### src/rtl/mmd_pkg.sv
// Package: memory map constants and access carrier types for the decoder
`default_nettype none
package mmd_pkg;
  localparam int ADDR_W = 20;
  // Whole space
  localparam logic [19:0] SPACE_LO = 20'h00000;
  localparam logic [19:0] SPACE_HI = 20'hFFFFF;
  // Special function register area
  localparam logic [19:0] SFR_LO = 20'h00000;
  localparam logic [19:0] SFR_HI = 20'h002FF;
  // Shared serial window inside the register area
  localparam logic [19:0] SHARE_LO = 20'h000B8;
  localparam logic [19:0] SHARE_HI = 20'h000BF;
  // Port mode register and the position of the unit select bit
  localparam logic [19:0] PORT_MODE_ADDR = 20'h000F8;
  localparam int SEL_BIT = 7;
  localparam logic [7:0] PORT_MODE_RST = 8'h00;
  // Internal RAM base
  localparam logic [19:0] RAM_LO = 20'h00400;
  localparam logic [19:0] RAM_SIZE_DEF = 20'h00800;
  // Data flash
  localparam logic [19:0] DF_LO = 20'h02400;
  localparam logic [19:0] DF_HI = 20'h02BFF;
  // Program ROM top and default size
  localparam logic [19:0] ROM_TOP = 20'h0FFFF;
  localparam logic [19:0] ROM_SIZE_DEF = 20'h0C000;
  // Fixed vector table
  localparam logic [19:0] VEC_LO = 20'h0FFDC;
  localparam logic [19:0] VEC_HI = 20'h0FFFF;
  localparam logic [7:0] UNDEF_DATA = 8'hFF;

  typedef enum logic [2:0] {
    MMD_NONE, MMD_SFR, MMD_RAM, MMD_DFLASH, MMD_ROM, MMD_VECT
  } mmd_region_e;

  // Request from the core
  typedef struct packed {
    logic valid;
    logic write;
    logic [19:0] addr;
    logic [7:0] wdata;
  } mmd_req_s;

  // Selects toward the targets
  typedef struct packed {
    logic sfr;
    logic serial_sync;
    logic serial_twowire;
    logic ram;
    logic dflash;
    logic rom;
    logic vect;
  } mmd_sel_s;
endpackage : mmd_pkg
`default_nettype wire

### src/rtl/mmd_region.sv
// Region classifier: pure address decode of one access
`default_nettype none
module mmd_region #(
  parameter logic [19:0] RAM_SIZE = mmd_pkg::RAM_SIZE_DEF,
  parameter logic [19:0] ROM_SIZE = mmd_pkg::ROM_SIZE_DEF
) (
  input wire logic [19:0] addr,
  output mmd_pkg::mmd_region_e region,
  output logic share_hit
);
  // Inclusive range check, used for every region
  function automatic logic in_rng(input logic [19:0] a,
                                  input logic [19:0] lo,
                                  input logic [19:0] hi);
    in_rng = (a >= lo) && (a <= hi);
  endfunction : in_rng

  wire logic [19:0] ram_hi = mmd_pkg::RAM_LO + RAM_SIZE - 20'h00001;
  wire logic [19:0] rom_lo = mmd_pkg::ROM_TOP - ROM_SIZE + 20'h00001;
  wire logic hit_sfr = in_rng(addr, mmd_pkg::SFR_LO, mmd_pkg::SFR_HI);
  wire logic hit_ram = in_rng(addr, mmd_pkg::RAM_LO, ram_hi);
  wire logic hit_df = in_rng(addr, mmd_pkg::DF_LO, mmd_pkg::DF_HI);
  wire logic hit_rom = in_rng(addr, rom_lo, mmd_pkg::ROM_TOP);
  wire logic hit_vec = in_rng(addr, mmd_pkg::VEC_LO, mmd_pkg::VEC_HI);
  assign share_hit = in_rng(addr, mmd_pkg::SHARE_LO, mmd_pkg::SHARE_HI);

  // vectors win over ROM; data flash wins over a ROM that reaches it
  assign region = hit_vec ? mmd_pkg::MMD_VECT :
                  hit_sfr ? mmd_pkg::MMD_SFR :
                  hit_ram ? mmd_pkg::MMD_RAM :
                  hit_df ? mmd_pkg::MMD_DFLASH :
                  hit_rom ? mmd_pkg::MMD_ROM : mmd_pkg::MMD_NONE;
endmodule : mmd_region
`default_nettype wire

### src/rtl/mmd_decoder.sv
// Top: memory map address decoder with serial window select
// Summary of operation
// - Whole 1-Mbyte space decoded to regions
// - Program ROM ends at 0FFFFh, grows down
// - Vector table at 0FFDCh to 0FFFFh
// - Data flash at 02400h to 02BFFh
// - RAM from 00400h growing upward
// - Register area at 00000h to 002FFh
// - B8h-BFh shared, select bit picks unit
`default_nettype none
module mmd_decoder #(
  parameter logic [19:0] RAM_SIZE = mmd_pkg::RAM_SIZE_DEF,
  parameter logic [19:0] ROM_SIZE = mmd_pkg::ROM_SIZE_DEF
) (
  input wire logic ref_clk,
  input wire logic nrst,
  input wire mmd_pkg::mmd_req_s req,
  input wire logic [7:0] target_rdata,
  output mmd_pkg::mmd_sel_s sel,
  output logic target_we,
  output logic [19:0] target_addr,
  output logic [7:0] target_wdata,
  output logic [7:0] rdata,
  output logic rvalid,
  output logic [2:0] region_out,
  output logic twowire_unit_select_bit
);
  mmd_pkg::mmd_region_e region;
  logic share_hit;
  logic [7:0] port_mode_reg;
  logic [7:0] next_port_mode_reg;
  logic pending_rd;
  logic pending_mapped;

  mmd_region #(
    .RAM_SIZE(RAM_SIZE),
    .ROM_SIZE(ROM_SIZE)
  ) u_region (
    .addr(req.addr),
    .region(region),
    .share_hit(share_hit)
  );

  wire logic mapped = (region != mmd_pkg::MMD_NONE);
  wire logic is_sfr = req.valid && (region == mmd_pkg::MMD_SFR);
  wire logic pmr_wr = is_sfr && req.write &&
                      (req.addr == mmd_pkg::PORT_MODE_ADDR);

  // unit select drives which serial unit sees the window
  assign twowire_unit_select_bit = port_mode_reg[mmd_pkg::SEL_BIT];
  assign next_port_mode_reg = pmr_wr ? req.wdata : port_mode_reg;

  // Selects are combinational so the target sees them in the request cycle
  always_comb begin
    sel = '0;
    if (req.valid) begin
      case (region)
        mmd_pkg::MMD_SFR: begin
          // route shared window to exactly one unit
          sel.serial_twowire = share_hit && twowire_unit_select_bit;
          sel.serial_sync = share_hit && !twowire_unit_select_bit;
          sel.sfr = !share_hit;
        end
        mmd_pkg::MMD_RAM: sel.ram = 1'b1;
        mmd_pkg::MMD_DFLASH: sel.dflash = 1'b1;
        mmd_pkg::MMD_ROM: sel.rom = 1'b1;
        mmd_pkg::MMD_VECT: sel.vect = 1'b1;
        default: sel = '0;
      endcase
    end
  end

  // a write outside every region reaches no target
  assign target_we = req.valid && req.write && mapped;
  assign target_addr = req.addr;
  assign target_wdata = req.wdata;
  assign region_out = region;

  // Port mode register lives here since it steers the decode itself
  always_ff @(posedge ref_clk or negedge nrst) begin
    if (!nrst) begin
      port_mode_reg <= mmd_pkg::PORT_MODE_RST;
    end else begin
      port_mode_reg <= next_port_mode_reg;
    end
  end

  // Reads answer two cycles later; targets return data in the cycle after the request
  always_ff @(posedge ref_clk or negedge nrst) begin
    if (!nrst) begin
      pending_rd <= 1'b0;
      pending_mapped <= 1'b0;
    end else begin
      pending_rd <= req.valid && !req.write;
      pending_mapped <= mapped;
    end
  end

  // unmapped reads return a fixed filler, standing for undefined
  always_ff @(posedge ref_clk or negedge nrst) begin
    if (!nrst) begin
      rdata <= 8'h00;
      rvalid <= 1'b0;
    end else begin
      rvalid <= pending_rd;
      if (pending_rd) begin
        rdata <= pending_mapped ? target_rdata : mmd_pkg::UNDEF_DATA;
      end
    end
  end

  // Edges of the sized regions, watched by the boundary checks below
  wire logic [19:0] ram_end = mmd_pkg::RAM_LO + RAM_SIZE;
  wire logic [19:0] rom_base = mmd_pkg::ROM_TOP - ROM_SIZE + 20'h00001;
  wire logic reg_sel = sel.sfr || sel.serial_sync || sel.serial_twowire;

  a_vec_priority: assert property (@(posedge ref_clk)
    disable iff (!nrst)
    req.valid && req.addr >= mmd_pkg::VEC_LO && req.addr <= mmd_pkg::VEC_HI
    |-> sel.vect && !sel.rom)
    else $error("vector access not routed to vector table");

  a_vec_floor: assert property (@(posedge ref_clk)
    disable iff (!nrst)
    req.valid && req.addr == mmd_pkg::VEC_LO - 20'h00001 |-> !sel.vect)
    else $error("vector table selected below its base");

  a_one_select: assert property (@(posedge ref_clk)
    disable iff (!nrst)
    req.valid |-> $countones(sel) <= 1)
    else $error("more than one target selected");

  a_idle_quiet: assert property (@(posedge ref_clk)
    disable iff (!nrst)
    !req.valid |-> sel == '0 && !target_we)
    else $error("target selected without a request");

  a_space_top: assert property (@(posedge ref_clk)
    disable iff (!nrst)
    req.valid && req.addr > mmd_pkg::ROM_TOP |-> sel == '0 && !target_we)
    else $error("access above program space reached a target");

  a_sfr_range: assert property (@(posedge ref_clk)
    disable iff (!nrst)
    req.valid && req.addr <= mmd_pkg::SFR_HI |-> reg_sel)
    else $error("register address not routed to register area");

  a_sfr_edge: assert property (@(posedge ref_clk)
    disable iff (!nrst)
    req.valid && req.addr == mmd_pkg::SFR_HI + 20'h00001 |-> !reg_sel)
    else $error("register area selected past its top");

  a_dflash_range: assert property (@(posedge ref_clk)
    disable iff (!nrst)
    req.valid && req.addr >= mmd_pkg::DF_LO && req.addr <= mmd_pkg::DF_HI
    |-> sel.dflash)
    else $error("data flash address misrouted");

  a_dflash_edge: assert property (@(posedge ref_clk)
    disable iff (!nrst)
    req.valid && (req.addr == mmd_pkg::DF_LO - 20'h00001 ||
                  req.addr == mmd_pkg::DF_HI + 20'h00001)
    |-> !sel.dflash)
    else $error("data flash selected outside its range");

  a_ram_base: assert property (@(posedge ref_clk)
    disable iff (!nrst)
    req.valid && req.addr == mmd_pkg::RAM_LO |-> sel.ram)
    else $error("RAM base not selected");

  a_ram_top: assert property (@(posedge ref_clk)
    disable iff (!nrst)
    req.valid && req.addr == ram_end - 20'h00001 |-> sel.ram)
    else $error("RAM top byte not selected");

  a_ram_past: assert property (@(posedge ref_clk)
    disable iff (!nrst)
    req.valid && (req.addr == ram_end ||
                  req.addr == mmd_pkg::RAM_LO - 20'h00001)
    |-> !sel.ram)
    else $error("RAM selected outside its size");

  a_rom_top: assert property (@(posedge ref_clk)
    disable iff (!nrst)
    req.valid && req.addr == mmd_pkg::VEC_LO - 20'h00001 |-> sel.rom)
    else $error("ROM below vector table not selected");

  // ROM lowest byte
  // A ROM large enough to reach data flash loses its base to it
  a_rom_base: assert property (@(posedge ref_clk)
    disable iff (!nrst)
    req.valid && req.addr == rom_base && rom_base > mmd_pkg::DF_HI
    |-> sel.rom)
    else $error("ROM base not selected");

  a_rom_floor: assert property (@(posedge ref_clk)
    disable iff (!nrst)
    req.valid && req.addr == rom_base - 20'h00001 |-> !sel.rom)
    else $error("ROM selected below its base");

  a_window_select: assert property (@(posedge ref_clk)
    disable iff (!nrst)
    req.valid && req.addr >= mmd_pkg::SHARE_LO &&
    req.addr <= mmd_pkg::SHARE_HI
    |-> sel.serial_twowire == port_mode_reg[mmd_pkg::SEL_BIT] &&
        sel.serial_sync != port_mode_reg[mmd_pkg::SEL_BIT])
    else $error("shared window routed to wrong unit");

  a_window_edge: assert property (@(posedge ref_clk)
    disable iff (!nrst)
    req.valid && (req.addr == mmd_pkg::SHARE_LO - 20'h00001 ||
                  req.addr == mmd_pkg::SHARE_HI + 20'h00001)
    |-> !sel.serial_sync && !sel.serial_twowire)
    else $error("serial unit selected outside shared window");

  a_pmr_forward: assert property (@(posedge ref_clk)
    disable iff (!nrst)
    pmr_wr |-> sel.sfr && target_we)
    else $error("port mode write not forwarded to register area");

  a_pmr_update: assert property (@(posedge ref_clk)
    disable iff (!nrst)
    pmr_wr |=> twowire_unit_select_bit == $past(req.wdata[mmd_pkg::SEL_BIT]))
    else $error("select bit did not follow port mode write");

  a_pmr_hold: assert property (@(posedge ref_clk)
    disable iff (!nrst)
    !pmr_wr |=> $stable(port_mode_reg))
    else $error("port mode register changed without its write");

  a_unmapped_read: assert property (@(posedge ref_clk)
    disable iff (!nrst)
    req.valid && !req.write && !mapped
    |-> !target_we ##2 rvalid && rdata == mmd_pkg::UNDEF_DATA)
    else $error("unmapped read not answered with filler");

  a_unmapped_write: assert property (@(posedge ref_clk)
    disable iff (!nrst)
    req.valid && req.write && !mapped |-> !target_we && sel == '0)
    else $error("unmapped write reached a target");

  a_mapped_read: assert property (@(posedge ref_clk)
    disable iff (!nrst)
    req.valid && !req.write && mapped
    |-> ##2 rvalid && rdata == $past(target_rdata))
    else $error("mapped read not answered with target data");

  a_no_stray: assert property (@(posedge ref_clk)
    disable iff (!nrst)
    !(req.valid && !req.write) |-> ##2 !rvalid)
    else $error("read answer without a read request");
endmodule : mmd_decoder
`default_nettype wire

### config.mk
export PLATFORM = sky130hd
export DESIGN_NAME = mmd_decoder
export DESIGN_NICKNAME = d
export VERILOG_FILES = /design/src/rtl/mmd_pkg.sv /design/src/rtl/mmd_region.sv /design/src/rtl/mmd_decoder.sv
export SDC_FILE = /design/constraint.sdc
export NUM_CORES = 1
export LEC_CHECK = 0
export BUFFER_PORTS_ARGS = -buffer_cell sky130_fd_sc_hd__buf_2
export CAP_MARGIN = 20
export CORE_ASPECT_RATIO = 0.9
export CORE_MARGIN = 1
export CORE_UTILIZATION = 36
export DETAILED_ROUTE_END_ITERATION = 16
export PLACE_DENSITY = 0.8
export SETUP_SLACK_MARGIN = 0.05
export SYNTH_ARGS = -nofsm -noshare
export SYNTH_HDL_FRONTEND = slang
export SYNTH_SLANG_ARGS = --single-unit
### constraint.sdc
create_clock -name ref_clk -period 1.3 [get_ports ref_clk]
set_input_delay 0.13 -clock ref_clk [delete_from_list [all_inputs] [get_ports ref_clk]]
set_output_delay 0.13 -clock ref_clk [all_outputs]
set_load 0.05 [all_outputs]
# After elaboration in Yosys (flattened, before gate mapping)
# Cells that the tools add are included.
# totals
inputBits	40
reg_bits	19
out_inout_bits	49
# classes
n_eq_ne	6
n_reduce_logical	18
magnitude_cmp	11
muxes	12
# ops
op	count
20-bit by 8-bit == test with 1-bit output, second input constant	1
20-bit by 1-bit >= comparator with 1-bit output, second input constant	1
20-bit by 11-bit >= comparator with 1-bit output, second input constant	1
20-bit by 14-bit >= comparator with 1-bit output, second input constant	1
20-bit by 15-bit >= comparator with 1-bit output, second input constant	1
20-bit by 16-bit >= comparator with 1-bit output, second input constant	1
20-bit by 8-bit >= comparator with 1-bit output, second input constant	1
20-bit by 10-bit <= comparator with 1-bit output, second input constant	1
20-bit by 12-bit <= comparator with 1-bit output, second input constant	1
20-bit by 14-bit <= comparator with 1-bit output, second input constant	1
20-bit by 16-bit <= comparator with 1-bit output, second input constant	1
20-bit by 8-bit <= comparator with 1-bit output, second input constant	1
3-bit 2-to-1 mux	6
1-bit logical AND	14
8-bit 2-to-1 mux	1
7-bit 2-to-1 mux	1
3-bit by 2-bit == test with 1-bit output, second input constant	2
3-bit == test, second input constant	2
1-bit 2-to-1 mux	4
3-bit by 1-bit == test with 1-bit output, second input constant	1
1-bit zero test	3
3-bit nonzero test	1

# Logic depth before layout (Yosys ltp)
# depth
word_depth	11
depth_mapped	4

# Hierarchy
# A second synthesis with hierarchy kept.
# unflattened
hier_cells	109
area_unflattened_um2	963.4
# modules_own_cells
mod	instances	area_each_um2	cells_each
mmd_decoder	1	803.3	89
mmd_region	1	160.2	20

# Least setup slack after synthesis
# No wires, ideal clock.
# synth_timing
path_type	in2out
start	in req[16] (netlist name)
end	out target_we
path_slack_ps	-766
required_ps	1170
arrival_ps	1936
stages	4
path_cell_list	a2111oi_4 > nor2_1 > o21a_1 > nor3b_1
# synth_between
elab_chain_len	9
elab_cells_between_ends	21
classes_between	9 x order compare; 5 x mux; 7 x reduce/logical
# synth_rtl
item	line	text
from (decl)	mmd_decoder.sv:17	input wire mmd_pkg::mmd_req_s req,
20-bit by 15-bit >= comparator with 1-bit output / 20-bit by 16-bit <= comparator with 1-bit output (equally long branches)	mmd_region.sv:15	in_rng = (a >= lo) && (a <= hi);
1-bit logical AND	mmd_region.sv:15	
3-bit 2-to-1 mux	mmd_region.sv:32	hit_rom ? mmd_pkg::MMD_ROM : mmd_pkg::MMD_NONE;
3-bit 2-to-1 mux	mmd_region.sv:31	hit_df ? mmd_pkg::MMD_DFLASH :
3-bit 2-to-1 mux	mmd_region.sv:30	hit_ram ? mmd_pkg::MMD_RAM :
3-bit 2-to-1 mux	mmd_region.sv:29	hit_sfr ? mmd_pkg::MMD_SFR :
3-bit 2-to-1 mux (*)	mmd_region.sv:28	assign region = hit_vec ? mmd_pkg::MMD_VECT :
3-bit nonzero test (*)	mmd_decoder.sv:44	wire logic mapped = (region != mmd_pkg::MMD_NONE);
1-bit logical AND (*)	mmd_decoder.sv:74	assign target_we = req.valid && req.write && mapped;
to (decl)	mmd_decoder.sv:20	output logic target_we,
# Mark *: on every way between the ends. The rest lies on a longest branch, timed or not.

# Worst setup path in the final report
# layout_timing
start	in req[17] (netlist name)
end	out target_we
# Same word-level chain as after synthesis.

==> flow_summary_export.csv <==
group,metric,value,unit
worst_setup_path,rr_startpoint,"pending_rd",
detailed_routing,vias_per_cell,4.831,
synth,synth.avg_cell_area,8.353,sq um
floorplanning,num_rows,16,
detailed_routing,drt_iter0_drc,14,
sta,drv_slew,0,
cells_and_area,drive_gt1_share,71.11,%
floorplanning,initial_core_util,39.88,%
worst_setup_path,cp_num_buf_inv,2,
detailed_routing,drt_pass1_iterations,4,
hold_path,min_path_cells,2,
detailed_routing,top_layer,"met4",
synth,ys_ff_latch,12,
worst_setup_path,reg2regPathDepth,2,
cells_and_area,final_common_cell,"buf_2",
worst_setup_path,cpPeakStageDelay,0.41,ns
detailed_routing,remaining_drc_errors,0,
synth,async_flop_share,100.0,%
pwr,p_switching,408.1,uW
worst_setup_path,cp-end-kind,"primary output",
clock_tree,clock_sinks,12,
pwr,p_sw_share,36.29,%
synth,ys_seq_area_share,33.29,%
cells_and_area,fin_nets,221,
synth,ys_warn_count,0,
pwr,p_comb_share,39.6,%
pwr,p_leak,0.0008410,uW
clock_tree,cts-root-buf,"clkbuf_4",
pwr,p_int,716.4,uW
detailed_routing,wl_per_cell,14.47,um
worst_setup_path,cpLargestDelayFamily,"compound AO/OA/AOI/OAI gates",
cells_and_area,final_cells,207,
detailed_routing,vias,1000,
synth,synth_cell_types,25,
placed_design,portBuffers,74,
global_route,antenna_found_initial,0,
hold_path,min_to,"pending_rd",
floorplanning,die_height,49.49,um
pwr,seq_power_share,35.0,%
sta,finalWorstSetupSlack,-0.1905,ns
cells_and_area,layout_common_cells,"buf_2 (49), buf_4 (21), buf_6 (21)",
worst_setup_path,critPathLaunch,"req[17]",
cells_and_area,fillers,147,
detailed_routing,wl_met2,1493,um
synth,synth_edf_count,0,
run,max-cap-violations,0,
worst_setup_path,r2r_end,"rdata[7]",
detailed_routing,antenna_left,0,
global_route,grt_max_degree,18,
sta,slew_headroom,68.23,%
pwr,pwr-share-clk,25.4,%
clock_tree,cts_max_level,1,
synth,ys.flop_type,"dfrtp_1",
synth,netlist_area,902.1,sq um
floorplanning,coreArea,2262,sq um
synth,synth_top_area_cell,"dfrtp_1",
sta,rsz0062_at_grt,"true",
worst_setup_path,arrival,1.36,ns
placed_design,dp_hpwl,1823,um
cells_and_area,regArea,301.5,sq um
cells_and_area,multi_input_area,538.0,sq um
floorplanning,dieArea,2710,sq um
clock_tree,clk_latency,0.26,ns
global_route,grt_pass1_wl,3995,um
clock_tree,clockBufferDepth,2,
synth,synth_area_leaders,"dfrtp_1 (33%), buf_4 (23%), a31oi_1 (6.9%)",
pwr,power_density,658.9,nW/um^2
sta,worstMarginPinSlew,0.4766,ns
synth,syn-num-nets,148,
hold_path,hp-class,"primary input to flip-flop",
synth,netlist_instances,108,
sta,finalSetupViolCount,9,
worst_setup_path,cp_slowest_cell,"a2111oi_4",
worst_setup_path,regToRegSetupSlack,0.32,ns
pwr,p_total,1125,uW
cells_and_area,regMostFlops,"rdata",
pwr,ir_worst_vdd,0.4818,mV
sta,fmax,0.6709,GHz
clock_tree,cts_tree,"yes",
sta,post-route-period-util,114.7,%
worst_setup_path,critPathKind,"primary input to primary output",
clock_tree,cts_made_buffers,3,
detailed_routing,routed_wl,2996,um
clock_tree,path_clk_slew,0.07,ns
cells_and_area,diodes,0,
detailed_routing,met1_length,1173,um
global_route,grt_pass1_vias,958,
global_route,grt_use_total,20.23,%
status,violations,"setup timing",
floorplanning,die_width,54.77,um
detailed_routing,dr_wl_met3,275,um
worst_setup_path,critPathMaxFanout,4,
sta,clock_skew,0.003543,ns
sta,hold_violations,0,
worst_setup_path,required,1.17,ns
worst_setup_path,worst_setup_path_start_kind,"primary input",
placed_design,dp_slack,-0.3117,ns
status,outcome,"finished with violations",
global_route,grt.overflow.total,0,
placed_design,place_congestion,0.6748,
synth,yosysTopAreaCellShare,33.29,%
cells_and_area,largest_reg_flops,8,
hold_path,min_from,"req[28]",
sta,period_needed,1.491,ns
cells_and_area,area_delta_synth_final,89.18,%
floorplanning,pin_count,89,
worst_setup_path,cp_cell_sequence,"buf_8 -> a2111oi_4 -> nor2_1 -> o21a_1 -> nor3b_4 -> buf_6",
placed_design,dp.cells,192,
[how the worst max path moves through the flow]
stage	to	cells after the start	slack (ns)
global placement	sel[5]	6	-0.29
detailed placement	port_mode_reg[7]	5	-0.31
finish	target_we	6	-0.19
floorplan	port_mode_reg[7]	4	-0.13
global route	target_we	6	-0.26
CTS	target_we	6	-0.15
[Yosys cell counts (2+ instances only)]
| library cell | n |
|---|---|
| a31oi_1 | 10 |
| buf_4 | 28 |
| clkbuf_1 | 2 |
| dfrtp_1 | 12 |
| inv_1 | 10 |
| nand2_1 | 5 |
| nand4_1 | 3 |
| nor2_1 | 14 |
| nor2b_1 | 2 |
| nor3_1 | 5 |
| nor3b_1 | 2 |
| or4_1 | 2 |
[routing by layer]
metal / vias up / track usage (%)
met5: - / 0
met4: 0 / 7.692
met3: 4 / 5.556
met2: 59 / 35.54
met1: 451 / 21.99
li1: 486 / -
[power groups by stage]
stage	combinational (uW)	clock, uW	sequential, uW
2_1_floorplan	295	0	421
3_3_place_gp	365	0	401
3_5_place_dp	369	0	401
4_1_cts	413	298	394
5_1_grt	465	317	396
6_report	445	285	394
[logic make-up after synthesis]
family / synth area share (%)
AOI/OAI and AO/OA: 10.82
buffers and inverters: 28.71
muxes: 1.248
and+or+nand+nor: 24.96
xor gates and xnor gates: 0.9711
DFF: 33.29
[stage by stage]
step	util, %	setup TNS [ns]	area, sq um	hold slack (ns)
floorplan	-	-0.5302	1047	-0.1656
global route	75.44	-1.481	1707	0.04958
global placement	59.02	-2.398	1335	0.01090
finish	75.44	-0.9920	1707	0.05847
detailed placement	59.02	-2.633	1335	0.01686
CTS	71.74	-0.7481	1623	0.04767
[final cells by class]
class                           count  share of cell area [%]
Multi-Input combinational cell     55                   31.52
Timing Repair Buffer               99                   44.50
Clock buffer                        4                   2.126
Inverter                           10                   2.199
Tap cell                           27                   1.979
Sequential cell                    12                   17.67
[what timing repair did]
action / 4_1_cts / 5_1_grt
pin swaps: 18 / 12
gates resized for setup: 52 / 13
setup endpoints to repair: 12 / 12
hold buffers: 1 / 0
setup buffers: 6 / 5
gates cloned: 0 / 0
hold endpoints to repair: 12 / 0
Note: power is estimated with default switching activity, not from simulation.
